### config.mk
export PLATFORM = sky130hd
export DESIGN_NAME = frtoc_timer
export DESIGN_NICKNAME = d
export VERILOG_FILES = /design/src/include/frtoc_pkg.sv /design/src/design/frtoc_timer.sv
export SDC_FILE = /design/constraint.sdc
export NUM_CORES = 1
export LEC_CHECK = 0
export BUFFER_PORTS_ARGS = -buffer_cell sky130_fd_sc_hd__buf_2
export CORE_MARGIN = 4
export CORE_UTILIZATION = 62
export DETAILED_ROUTE_END_ITERATION = 8
export PLACE_DENSITY_LB_ADDON = 0.25
export SETUP_SLACK_MARGIN = 0.5
export SYNTH_ARGS = -nofsm -noshare
export SYNTH_HDL_FRONTEND = slang
export SYNTH_SLANG_ARGS = --single-unit
### constraint.sdc
create_clock -name pclk -period 8.43 [get_ports pclk]
set_input_delay 1.686 -clock pclk [delete_from_list [all_inputs] [get_ports pclk]]
set_output_delay 1.686 -clock pclk [all_outputs]
set_load 0.02 [all_outputs]
### src/include/frtoc_pkg.sv
// Constants, encodings and state layout for the free-running timer with output compare
package frtoc_pkg;
    // Register byte offsets on the APB bus
    localparam logic [7:0] OFS_CTRL_ONE = 8'h00;
    localparam logic [7:0] OFS_CTRL_TWO = 8'h04;
    localparam logic [7:0] OFS_STATUS = 8'h08;
    localparam logic [7:0] OFS_CMP1_HIGH = 8'h0C;
    localparam logic [7:0] OFS_CMP1_LOW = 8'h10;
    localparam logic [7:0] OFS_CMP2_HIGH = 8'h14;
    localparam logic [7:0] OFS_CMP2_LOW = 8'h18;
    localparam logic [7:0] OFS_COUNT_HIGH = 8'h1C;
    localparam logic [7:0] OFS_COUNT_LOW = 8'h20;
    localparam logic [7:0] OFS_ALT_HIGH = 8'h24;
    localparam logic [7:0] OFS_ALT_LOW = 8'h28;

    // Control one fields
    localparam int CTL1_LEVEL1 = 0;
    localparam int CTL1_LEVEL2 = 2;
    localparam int CTL1_FORCE1 = 3;
    localparam int CTL1_FORCE2 = 4;
    localparam int CTL1_OVF_IE = 5;
    localparam int CTL1_CMP_IE = 6;
    localparam logic [7:0] CTL1_MASK = 8'h7D;
    // Control two fields
    localparam int CTL2_DIV_LO = 2;
    localparam int CTL2_DIV_HI = 3;
    localparam int CTL2_PIN_EN2 = 6;
    localparam int CTL2_PIN_EN1 = 7;
    localparam logic [7:0] CTL2_MASK = 8'hCC;
    // Status fields
    localparam int STS_CMP2 = 3;
    localparam int STS_OVF = 5;
    localparam int STS_CMP1 = 6;

    // Reset, reload, wrap and match-lag values
    localparam logic [15:0] COUNT_RELOAD = 16'hFFFC;
    localparam logic [15:0] COUNT_TOP = 16'hFFFF;
    localparam logic [15:0] CMP_RESET = 16'h8000;
    localparam logic [15:0] MATCH_LAG = 16'h0001;

    // Prescaler terminal counts
    localparam logic [2:0] PRE_MAX_DIV2 = 3'h1;
    localparam logic [2:0] PRE_MAX_DIV4 = 3'h3;
    localparam logic [2:0] PRE_MAX_DIV8 = 3'h7;

    typedef enum logic [1:0] {
        FRTOC_DIV4 = 2'b00,
        FRTOC_DIV2 = 2'b01,
        FRTOC_DIV8 = 2'b10,
        FRTOC_DIV_RSV = 2'b11
    } frtoc_div_e;

    typedef struct packed {
        logic [2:0] prescale;
        logic tick_d;
        logic [15:0] count;
        logic [7:0] low_buf;
        logic latched;
        logic ovf;
        logic arm_ovf;
        logic [1:0] cmp_flag;
        logic [1:0] arm_cmp;
        logic [1:0] inhibit;
        logic [7:0] ctrl_one;
        logic [7:0] ctrl_two;
        logic [1:0][15:0] cmp;
        logic [1:0] pin_latch;
        logic [1:0] pin_out;
        logic [1:0] pin_oe;
        logic irq;
        logic pready;
        logic pslverr;
        logic [31:0] prdata;
    } frtoc_state_s;
endpackage

### src/design/frtoc_timer.sv
// Free-running 16-bit timer with prescaler, overflow flag and two output compare channels
//
// The APB slave port and the address map were left to the implementer.
`timescale 1ns/100ps

module frtoc_timer #(
    parameter int ADDR_WIDTH = 8,
    parameter int NUM_CHANNELS = 2
) (
    input wire logic pclk,
    input wire logic presetn,
    input wire logic psel,
    input wire logic penable,
    input wire logic pwrite,
    input wire logic [ADDR_WIDTH-1:0] paddr,
    input wire logic [31:0] pwdata,
    output logic [31:0] prdata,
    output logic pready,
    output logic pslverr,
    input wire logic cpu_irq_mask,
    input wire logic halt_mode,
    output logic timer_irq,
    output logic [NUM_CHANNELS-1:0] compare_out_pin,
    output logic [NUM_CHANNELS-1:0] compare_pin_enable
);

    initial begin
        if (NUM_CHANNELS != 2 || ADDR_WIDTH < 8) begin
            $error("frtoc_timer serves exactly two channels and at least 8 address bits");
        end
    end

    frtoc_pkg::frtoc_state_s st;
    frtoc_pkg::frtoc_state_s nx;

    frtoc_pkg::frtoc_div_e div_sel;
    logic [2:0] pre_max;
    logic tick;
    logic set_ovf;
    logic [7:0] addr_byte;
    logic setup_phase;
    logic done;
    logic wr_done;
    logic rd_done;
    logic mapped;
    logic [7:0] rd_byte;
    logic [7:0] status_byte;
    logic reload;
    logic cnt_low_done;
    logic alt_low_done;
    logic status_rd_done;
    logic [1:0] cmp_high_wr;
    logic [1:0] cmp_low_wr;
    logic [1:0] cmp_low_done;
    logic [1:0] level;
    logic [1:0] force_bit;
    logic [1:0] pin_en;
    logic [1:0] match;
    logic [1:0][15:0] target;

    assign addr_byte = {paddr[7:2], 2'b00};
    assign setup_phase = psel && !penable;
    assign done = psel && penable && st.pready;
    assign wr_done = done && pwrite;
    assign rd_done = done && !pwrite;
    assign status_rd_done = rd_done && (addr_byte == frtoc_pkg::OFS_STATUS);
    assign cnt_low_done = done && (addr_byte == frtoc_pkg::OFS_COUNT_LOW);
    assign alt_low_done = done && (addr_byte == frtoc_pkg::OFS_ALT_LOW);
    assign reload = wr_done && ((addr_byte == frtoc_pkg::OFS_COUNT_LOW) ||
                                (addr_byte == frtoc_pkg::OFS_ALT_LOW));
    assign cmp_high_wr[0] = wr_done && (addr_byte == frtoc_pkg::OFS_CMP1_HIGH);
    assign cmp_high_wr[1] = wr_done && (addr_byte == frtoc_pkg::OFS_CMP2_HIGH);
    assign cmp_low_done[0] = done && (addr_byte == frtoc_pkg::OFS_CMP1_LOW);
    assign cmp_low_done[1] = done && (addr_byte == frtoc_pkg::OFS_CMP2_LOW);
    assign cmp_low_wr = cmp_low_done & {2{pwrite}};

    assign level = {st.ctrl_one[frtoc_pkg::CTL1_LEVEL2], st.ctrl_one[frtoc_pkg::CTL1_LEVEL1]};
    assign force_bit = {st.ctrl_one[frtoc_pkg::CTL1_FORCE2], st.ctrl_one[frtoc_pkg::CTL1_FORCE1]};
    assign pin_en = {st.ctrl_two[frtoc_pkg::CTL2_PIN_EN2], st.ctrl_two[frtoc_pkg::CTL2_PIN_EN1]};

    // Status layout with reserved bits at zero
    assign status_byte = {1'b0, st.cmp_flag[0], st.ovf, 1'b0, st.cmp_flag[1], 3'b000};

    // Tick divider and match offset
    always_comb begin
        div_sel = frtoc_pkg::frtoc_div_e'(
            st.ctrl_two[frtoc_pkg::CTL2_DIV_HI:frtoc_pkg::CTL2_DIV_LO]);
        case (div_sel)
            frtoc_pkg::FRTOC_DIV2: pre_max = frtoc_pkg::PRE_MAX_DIV2;
            frtoc_pkg::FRTOC_DIV8: pre_max = frtoc_pkg::PRE_MAX_DIV8;
            frtoc_pkg::FRTOC_DIV4: pre_max = frtoc_pkg::PRE_MAX_DIV4;
            default: pre_max = frtoc_pkg::PRE_MAX_DIV4;
        endcase
        // Halt freezes the prescaler and the count
        tick = !halt_mode && (st.prescale >= pre_max);
        set_ovf = tick && (st.count == frtoc_pkg::COUNT_TOP);
        for (int i = 0; i < 2; i++) begin
            if (div_sel == frtoc_pkg::FRTOC_DIV2) begin
                target[i] = st.cmp[i];
            end else begin
                target[i] = st.cmp[i] + frtoc_pkg::MATCH_LAG;
            end
            // Compare runs once per new count value
            match[i] = st.tick_d && !st.inhibit[i] && (st.count == target[i]);
        end
    end

    // Read data and address decode
    always_comb begin
        mapped = 1'b1;
        rd_byte = 8'h00;
        case (addr_byte)
            frtoc_pkg::OFS_CTRL_ONE: rd_byte = st.ctrl_one;
            frtoc_pkg::OFS_CTRL_TWO: rd_byte = st.ctrl_two;
            frtoc_pkg::OFS_STATUS: rd_byte = status_byte;
            frtoc_pkg::OFS_CMP1_HIGH: rd_byte = st.cmp[0][15:8];
            frtoc_pkg::OFS_CMP1_LOW: rd_byte = st.cmp[0][7:0];
            frtoc_pkg::OFS_CMP2_HIGH: rd_byte = st.cmp[1][15:8];
            frtoc_pkg::OFS_CMP2_LOW: rd_byte = st.cmp[1][7:0];
            frtoc_pkg::OFS_COUNT_HIGH: rd_byte = st.count[15:8];
            frtoc_pkg::OFS_ALT_HIGH: rd_byte = st.count[15:8];
            frtoc_pkg::OFS_COUNT_LOW, frtoc_pkg::OFS_ALT_LOW: begin
                rd_byte = st.latched ? st.low_buf : st.count[7:0];
            end
            default: mapped = 1'b0;
        endcase
    end

    always_comb begin
        nx = st;
        nx.pready = setup_phase;
        nx.pslverr = setup_phase && !mapped;
        if (setup_phase) begin
            nx.prdata = {24'h00_0000, rd_byte};
        end
        nx.tick_d = tick;
        if (!halt_mode) begin
            nx.prescale = tick ? 3'h0 : st.prescale + 3'h1;
        end
        if (tick) begin
            nx.count = st.count + 16'h0001;
        end
        if (reload) begin
            nx.count = frtoc_pkg::COUNT_RELOAD;
            nx.prescale = 3'h0;
        end
        if (wr_done && addr_byte == frtoc_pkg::OFS_CTRL_ONE) begin
            nx.ctrl_one = pwdata[7:0] & frtoc_pkg::CTL1_MASK;
        end
        if (wr_done && addr_byte == frtoc_pkg::OFS_CTRL_TWO) begin
            nx.ctrl_two = pwdata[7:0] & frtoc_pkg::CTL2_MASK;
        end
        if (status_rd_done) begin
            nx.arm_ovf = st.ovf;
            nx.arm_cmp = st.cmp_flag;
        end
        // High byte read latches the low byte once per pair
        // Taken at the setup edge, with the high byte, so a carry cannot tear the pair
        if (setup_phase && !pwrite && (addr_byte == frtoc_pkg::OFS_COUNT_HIGH ||
                                       addr_byte == frtoc_pkg::OFS_ALT_HIGH) && !st.latched) begin
            nx.low_buf = st.count[7:0];
            nx.latched = 1'b1;
        end
        if (rd_done && (cnt_low_done || alt_low_done)) begin
            nx.latched = 1'b0;
        end
        if (cnt_low_done) begin
            if (st.arm_ovf) begin
                nx.ovf = 1'b0;
            end
            nx.arm_ovf = 1'b0;
        end
        nx.ovf = nx.ovf || set_ovf;
        for (int i = 0; i < 2; i++) begin
            if (cmp_high_wr[i]) begin
                nx.cmp[i][15:8] = pwdata[7:0];
                nx.inhibit[i] = 1'b1;
            end
            if (cmp_low_wr[i]) begin
                nx.cmp[i][7:0] = pwdata[7:0];
                nx.inhibit[i] = 1'b0;
            end
            if (cmp_low_done[i]) begin
                if (st.arm_cmp[i]) begin
                    nx.cmp_flag[i] = 1'b0;
                end
                nx.arm_cmp[i] = 1'b0;
            end
            if (match[i]) begin
                nx.cmp_flag[i] = 1'b1;
                nx.pin_latch[i] = level[i];
            end
            // Forcing drives the pin straight from the level bit
            if (!pin_en[i]) begin
                nx.pin_out[i] = 1'b0;
            end else if (force_bit[i]) begin
                nx.pin_out[i] = level[i];
            end else begin
                nx.pin_out[i] = nx.pin_latch[i];
            end
            nx.pin_oe[i] = pin_en[i];
        end
        nx.irq = !cpu_irq_mask &&
                 ((nx.ovf && st.ctrl_one[frtoc_pkg::CTL1_OVF_IE]) ||
                  ((|nx.cmp_flag) && st.ctrl_one[frtoc_pkg::CTL1_CMP_IE]));
    end

    always_ff @(posedge pclk or negedge presetn) begin
        if (!presetn) begin
            st <= '0;
            st.count <= frtoc_pkg::COUNT_RELOAD;
            st.cmp[0] <= frtoc_pkg::CMP_RESET;
            st.cmp[1] <= frtoc_pkg::CMP_RESET;
        end else begin
            st <= nx;
        end
    end

    assign prdata = st.prdata;
    assign pready = st.pready;
    assign pslverr = st.pslverr;
    assign timer_irq = st.irq;
    assign compare_out_pin = st.pin_out;
    assign compare_pin_enable = st.pin_oe;

    logic sel_div2;
    assign sel_div2 = (div_sel == frtoc_pkg::FRTOC_DIV2);
endmodule

# After elaboration in Yosys (flattened, before gate mapping)
# Cells that the tools add are included.
# totals
word_cells	136
output_inout_bits	39
register_bits	96
inputBits	47
# op_classes
bitwise_logic	1
n_eq_ne	16
add_sub_neg	4
n_mux	35
reduce_logical	54
order_cmp	1
# ops
cell	n
one-hot mux 8 bit (9 select lines)	1
2-to-1 mux 16 bit	4
adder 16 x 1 -> 16 bit (second input constant)	3
equality test 16 bit	2
logical AND 1 bit	29
equality test 6 x 3 -> 1 bit (second input constant)	4
2-to-1 mux 1 bit	23
equality test 6 x 4 -> 1 bit (second input constant)	3
equality test 16 bit (second input constant)	1
nonzero test 2 bit	7
equality test 6 x 2 -> 1 bit (second input constant)	2
OR reduction 11 bit	1
2-to-1 mux 3 bit	3
zero test 1 bit	8
zero test 8 bit	1
2-to-1 mux 8 bit	1
equality test 6 x 1 -> 1 bit (second input constant)	1
one-hot mux 3 bit (2 select lines)	1
OR reduction 2 bit	3
logical OR 1 bit	5
2-to-1 mux 2 bit	2
adder 3 x 1 -> 3 bit (second input constant)	1
>= comparator 3 bit	1
AND 2 bit	1
other kinds (3)	3

# Logic depth before layout (Yosys ltp)
# Gate-level depths: netlist of run 1.
# logic_depth
depth_word	10
mapped_depth	12
mapped_depth_nobuf	11

# Worst setup path before layout of run 1
# No wires, ideal clock.
# synth_timing
kind	input -> register
from	in paddr[3]
to	reg st[100] (netlist name)
path_stages	7
setup_ns	0.125
slack_ns	4.677
arrival_time_ns	3.629
t_required_ns	8.305
n_path_buf	2
cell_sequence	clkbuf_1 or3b_2 a21oi_1 nor3b_1 nor2b_1 buf_2 mux2_2
# synth_via
elab_chain_len	4
elab_cells_between_ends	5
cone_classes	2 x eq/ne; 3 x reduce/logical
# synth_lines
element	line	source
from (decl)	frtoc_timer.sv:15	input wire logic [ADDR_WIDTH-1:0] paddr,
equality test 6 x 3 -> 1 bit / equality test 6 x 4 -> 1 bit (equally long branches)	frtoc_timer.sv:159, frtoc_timer.sv:160	
logical OR 1 bit (*)	frtoc_timer.sv:159	if (setup_phase && !pwrite && (addr_byte == frtoc_pkg::OFS_COUNT_HIGH ||
logical AND 1 bit (*)	frtoc_timer.sv:159	
logical AND 1 bit (*)	frtoc_timer.sv:160	addr_byte == frtoc_pkg::OFS_ALT_HIGH) && !st.latched) begin
to (signal assigned)	frtoc_timer.sv:215	st <= nx;
to (decl)	frtoc_timer.sv:33	frtoc_pkg::frtoc_state_s st;
# Mark *: on every way between the ends. The rest lies on a longest branch, timed or not.
# A chain may end at the register's enable or synchronous reset.

# Worst setup path after layout of run 1
# layout_timing
from	in paddr[3]
to	reg st[99] (netlist name)
# The elaborated chain is that of the path after synthesis.

==> results of run 1 <==
-- where the power goes --
group | switching (W) | total, W | internal, W
logic | 0.000103 | 0.000187 | 0.0000842
registers | 0.0000646 | 0.000565 | 0.000501
clock network | 0.000176 | 0.000290 | 0.000113
-- layout by cell type, fill, tap and decap left out, types with 13 or more instances in the layout --
| cell type | Yosys | final |
|---|---|---|
| xnor2_1 | 27 | 27 |
| conb_1 | 1 | 24 |
| mux2_2 | 49 | 49 |
| xor2_1 | 17 | 17 |
| nor2_1 | 26 | 26 |
| nand2_1 | 50 | 50 |
| o21ai_0 | 29 | 29 |
| dfstp_2 | 16 | 16 |
| nand3_1 | 25 | 25 |
| a21oi_1 | 17 | 17 |
| dfrtp_1 | 80 | 80 |
| mux2i_1 | 15 | 15 |
| nor3_1 | 13 | 13 |
| buf_2 | 6 | 34 |
-- cell families (layout without fill, tap and decap cells) --
group / count (synthesis) / in the layout / synth area share [%]
other: 1 / 24 / 0.0636
AOI/OAI and AO/OA: 116 / 116 / 14.1
adders and majority gates: 6 / 6 / 1.27
muxes: 65 / 65 / 12.1
buffers and inverters: 80 / 64 / 7.64
xor gates and xnor gates: 44 / 44 / 6.54
DFF: 96 / 96 / 41.1
and+or+nand+nor: 189 / 189 / 17.2
-- final cells by class --
type                       count  area share (%)
multi-input combinational    444            50.8
sequential                    96            39.6
timing repair buffer          37            3.15
tap                          129            2.64
clock buffer                   9            2.03
clock inverter                 7            1.02
inverter                      11           0.676
-- sequential cells by signal, indices dropped and copies added (netlist names), 2 cells and up --
name,flops
level,2
div_sel,2
compare_pin_enable,2
nx,2
prdata,8
st,73
compare_out_pin,2
force_bit,2
-- how the worst max path moves through the flow --
stage / to / slack, ns / start / cells after the start
CTS: st[99] / 4.35 / paddr[3] / 6
global placement: st[100] / 4.03 / paddr[3] / 6
floorplan: st[100] / 4.68 / paddr[3] / 7
finish: st[99] / 4.30 / paddr[3] / 6
global route: st[98] / 4.23 / paddr[3] / 6
detailed placement: st[99] / 3.97 / paddr[3] / 6
-- metrics by stage --
stage                     setup WS [ns]  utilization [%]  area [µm²]
after floorplan                    4.68                -        5980
after global placement             4.03             64.1        5930
after detailed placement           3.97             64.1        5930
after CTS                          4.35             66.1        6110
after global routing               4.23             66.1        6110
final                              4.30             66.1        6110
-- critical path: stages --
cell and delay [ns]:
buf_2 0.21, or3b_2 0.49, a21oi_1 0.61, nor3b_1 0.34, nor2b_1 0.64, mux2_2 0.41
-- per-layer routing --
| layer | up-vias | global-route usage [%] | wire, µm |
|---|---|---|---|
| met5 | - | 0 | 0 |
| met4 | 0 | 12.2 | 624 |
| met3 | 50 | 5.63 | 1440 |
| met2 | 253 | 41.9 | 6760 |
| met1 | 2249 | 39.6 | 6160 |
| li1 | 2112 | - | - |
==> qor.csv, run 1 <==
metric;value;unit
fin_crit;4.13;ns
cap_violations;0;
finalWeightedCongestion;0.968;
finalWirelength;15000;µm
fillers;729;
min_from;nx[36];
ys_async_sr_fraction;100;%
synth.avg_cell_area;9.87;µm²
clk_pin_slew_worst_paths;0.10;ns
start_util;63.8;%
cts-root-buf;clkbuf_8;
ys_top_cells_by_count;dfrtp_1 (80), nand2_1 (50), mux2_2 (49);
nets;652;
crit_fanout;18;
rrSetupSlack;5.15;ns
maxSlewHeadroom;38.1;%
ant_nets;0;
powerDensity;170;nW/µm²
yosysUniqueCellTypes;71;
firstDrtPassIters;5;
portBuffers;35;
dieHeight;106;µm
worst_pin_slew;0.925;ns
hpwl;11400;µm
cts_num_sinks;96;
drt-initial-drc-count;543;
synth_top_area_share;34.0;%
drive_above_1_share;23.0;%
finalPower;0.00104;W
yosys.area.top_type;dfrtp_1;
timing.rr.start;div_sel[1];
grt_max_degree;56;
post-synth-top-count-cell;dfrtp_1;
power.leakage;2.76;nW
arrival;4.38;ns
area_growth;3.69;%
min_delay_path_depth;0;
hold_viol_final;0;
synthTopCellsByArea;dfrtp_1 (34%), mux2_2 (9.4%), dfstp_2 (7.1%);
period_share;49.0;%
worst-setup-path-type;input pin to flip-flop;
grt_pass1_wl;24200;µm
status;finished clean;
cts_max_level;3;
ir_worst_vdd;109;µV
ios;86;
ys_warn_count;0;
setup_viol;0;
die_area;11100;µm²
fin_hold_ws;0.393;ns
final.setup.tns;0;ns
post-route-drc-count;0;
r2r_cells;8;
final-seq-area;2420;µm²
reg2reg_to;st[39];
grt_pass1_vias;4485;
coreArea;9240;µm²
antenna_found_initial;0;
cts_tree;built;
n_antenna_cell;0;
fin_cells;733;
multi_input_area;3110;µm²
cp.required;8.69;ns
dp_cells;717;
startpoint_type;input pin;
fin_skew;0.00988;ns
syn_area;5890;µm²
cts_hold_buf;0;
row_count;35;
cts_inserted_buffers;9;
whs_endpoint;compare_pin_enable[1];
wl_per_cell;20.4;µm
gr-total-overflow;0;
drv_slew;0;
ys_seq_area_share;41.1;%
vias;4664;
synth_edf_count;0;
synth_cells;597;
yosys_most_used_dff;dfrtp_1;
max_freq;242;MHz
ys_seq_elements;96;
cts-resized-gates;0;
track_usage;28.0;%
rsz0062_at_grt;false;
routed_via_density;6.36;
endpoint_kind;flip-flop;
die_x;106;µm
cts_buffer_depth;2;
hp-class;flip-flop to flip-flop;
clock_latency;0.37;ns
post-cts-setup-buffers;0;
(Power assumes the default switching activity.)
==> run 2: changes to the inputs <==
Settings changed: CORE_UTILIZATION 62 to 52.
Clock period 8.43 ns to 3.69 ns, I/O delays scaled along.
==> run 2 against run 1 <==
Effect of this change:
- count of clock-buffer cells in the layout stayed put
- sequential cell count stayed put
- first-iteration DRC count is 9.6% lower
- largest power group unchanged
- highest routed layer unchanged
==> qor.csv, run 2 (same netlist as run 1, synthesis figures left out) <==
metric;value;unit;change
status;finished clean;;unchanged
cp.required;3.94;ns;was 8.69 ns
finalWirelength;15900;µm;was 15,000 µm
dieHeight;114;µm;was 106 µm
most-common-layout-cells;dfrtp_1 (80), nand2_1 (50), mux2_2 (49);;unchanged
power_switching;0.000874;W;was 0.000343 W
fin_skew;0.0102;ns;was 0.00988 ns
gr-total-overflow;0;;unchanged
layout_commonest_cell;dfrtp_1;;unchanged
clk_pin_slew_worst_paths;0.08;ns;was 0.10 ns
intPower;0.00183;W;was 0.000698 W
fin_cells;756;;was 733
firstDrtPassIters;9;;was 5
hp-class;flip-flop to flip-flop;;unchanged
cts_inserted_buffers;9;;unchanged
die_x;114;µm;was 106 µm
min_delay_path_depth;0;;unchanged
portBuffers;35;;unchanged
power_frac_comb;16.6;%;was 17.9%
crit_fanout;17;;was 18
switching_share;32.3;%;was 33.0%
dp_cells;740;;was 717
start_util;53.7;%;was 63.8%
regMostFlops;st;;unchanged
reg2reg_to;st[39];;unchanged
post-cts-setup-buffers;0;;unchanged
power.share.clock;35.6;%;was 27.8%
n_antenna_cell;0;;unchanged
cts_tree;built;;unchanged
utilization;57.9;%;was 66.1%
rsz0062_at_grt;false;;unchanged
clock_latency;0.36;ns;was 0.37 ns
largest_reg_flops;73;;unchanged
finalPower;0.00271;W;was 0.00104 W
cts_max_level;3;;unchanged
seq_power_share;47.8;%;was 54.3%
r2r_cells;9;;was 8
cts_hold_buf;0;;unchanged
power.leakage;2.89;nW;was 2.76 nW
whs_endpoint;compare_pin_enable[1];;unchanged
cts-root-buf;clkbuf_16;;was clkbuf_8
hpwl;11800;µm;was 11,400 µm
arrival;3.28;ns;was 4.38 ns
final_area;6360;µm²;was 6110 µm²
setup_viol;0;;unchanged
routed_via_density;6.20;;was 6.36
worst-setup-path-type;flip-flop to flip-flop;;was input pin to flip-flop
antenna_found_initial;0;;unchanged
endpoint_kind;flip-flop;;unchanged
grt_max_degree;58;;was 56
row_count;38;;was 35
grt_pass1_vias;4377;;was 4,485
max_freq;329;MHz;
powerDensity;426;nW/µm²;was 170 nW/µm²
rrSetupSlack;0.66;ns;was 5.15 ns
hold_viol_final;0;;unchanged
cts_num_sinks;96;;unchanged
cts_buffer_depth;2;;unchanged
drt-initial-drc-count;491;;was 543
cap_violations;0;;unchanged
area_growth;7.85;%;was 3.69%
die_area;13100;µm²;was 11,100 µm²
min_from;nx[36];;unchanged
fin_crit;3.03;ns;
final.setup.tns;0;ns;unchanged
period_share;82.2;%;
worst_pin_slew;0.738;ns;was 0.925 ns
ir_worst_vdd;289;µV;was 109 µV
post-route-drc-count;0;;unchanged
ios;86;;unchanged
coreArea;11000;µm²;was 9240 µm²
track_usage;24.9;%;was 28.0%
cts-resized-gates;0;;unchanged
timing.rr.start;div_sel[0];;was div_sel[1]
wl_per_cell;21.0;µm;was 20.4 µm
nets;664;;was 652
finalWeightedCongestion;0.931;;was 0.968
drv_slew;0;;unchanged
drive_above_1_share;24.7;%;was 23.0%
placed_cell_area;6040;µm²;was 5930 µm²
ant_nets;0;;unchanged
vias;4690;;was 4,664
startpoint_type;flip-flop;;was input pin
grt_pass1_wl;24800;µm;was 24,200 µm
maxSlewHeadroom;50.8;%;was 38.1%
-- run 2: stage by stage --
step           setup slack [ns]  hold WS, ns
4_1_cts                   0.691        0.388
6_report                  0.655        0.385
5_1_grt                   0.533        0.404
2_1_floorplan             0.885        0.354
3_3_place_gp              0.644        0.359
3_5_place_dp              0.707        0.370
-- run 2: routing by layer --
metal  global-route usage (%)  up-vias  routed length (µm)
met2                     37.9      193                7220
met1                     35.4     2324                6940
met5                        0        -                   0
met3                     5.92       27                1370
li1                         -     2146                   -
met4                     7.52        0                 346
-- run 2: critical path, cell delays in order, from the launching register on --
cell	delay, ns
dfrtp_1	0.46
nand2b_4	0.20
inv_2	0.18
or3_1	0.41
a2bb2o_1	0.25
a2111oi_0	0.39
nand4_1	0.16
a2111oi_2	0.34
buf_4	0.22
mux2_1	0.32
-- run 2: power by group through the flow --
stage | registers [W] | clock network (W) | logic [W]
5_1_grt | 0.00131 | 0.00103 | 0.000496
6_report | 0.00129 | 0.000963 | 0.000448
3_3_place_gp | 0.00130 | 0 | 0.000434
4_1_cts | 0.00129 | 0.000979 | 0.000447
2_1_floorplan | 0.00120 | 0 | 0.000414
3_5_place_dp | 0.00131 | 0 | 0.000444
-- run 2: worst max-delay path by stage --
stage | start | end | depth (start not counted) | slack, ns
global route | div_sel[0] | st[39] | 9 | 0.53
finish | div_sel[0] | st[39] | 9 | 0.66
global placement | div_sel[0] | st[39] | 9 | 0.64
detailed placement | div_sel[0] | st[39] | 9 | 0.71
floorplan | paddr[3] | st[100] | 7 | 0.88
CTS | div_sel[0] | st[39] | 9 | 0.69
-- run 2: final cells by class --
type | instances | area, µm²
Fill cell | 935 | 4630
Multi-Input combinational cell | 444 | 3110
Sequential cell | 96 | 2420
Timing Repair Buffer | 49 | 295
Clock buffer | 9 | 225
Tap cell | 140 | 175
Clock inverter | 7 | 83.8
Inverter | 11 | 41.3
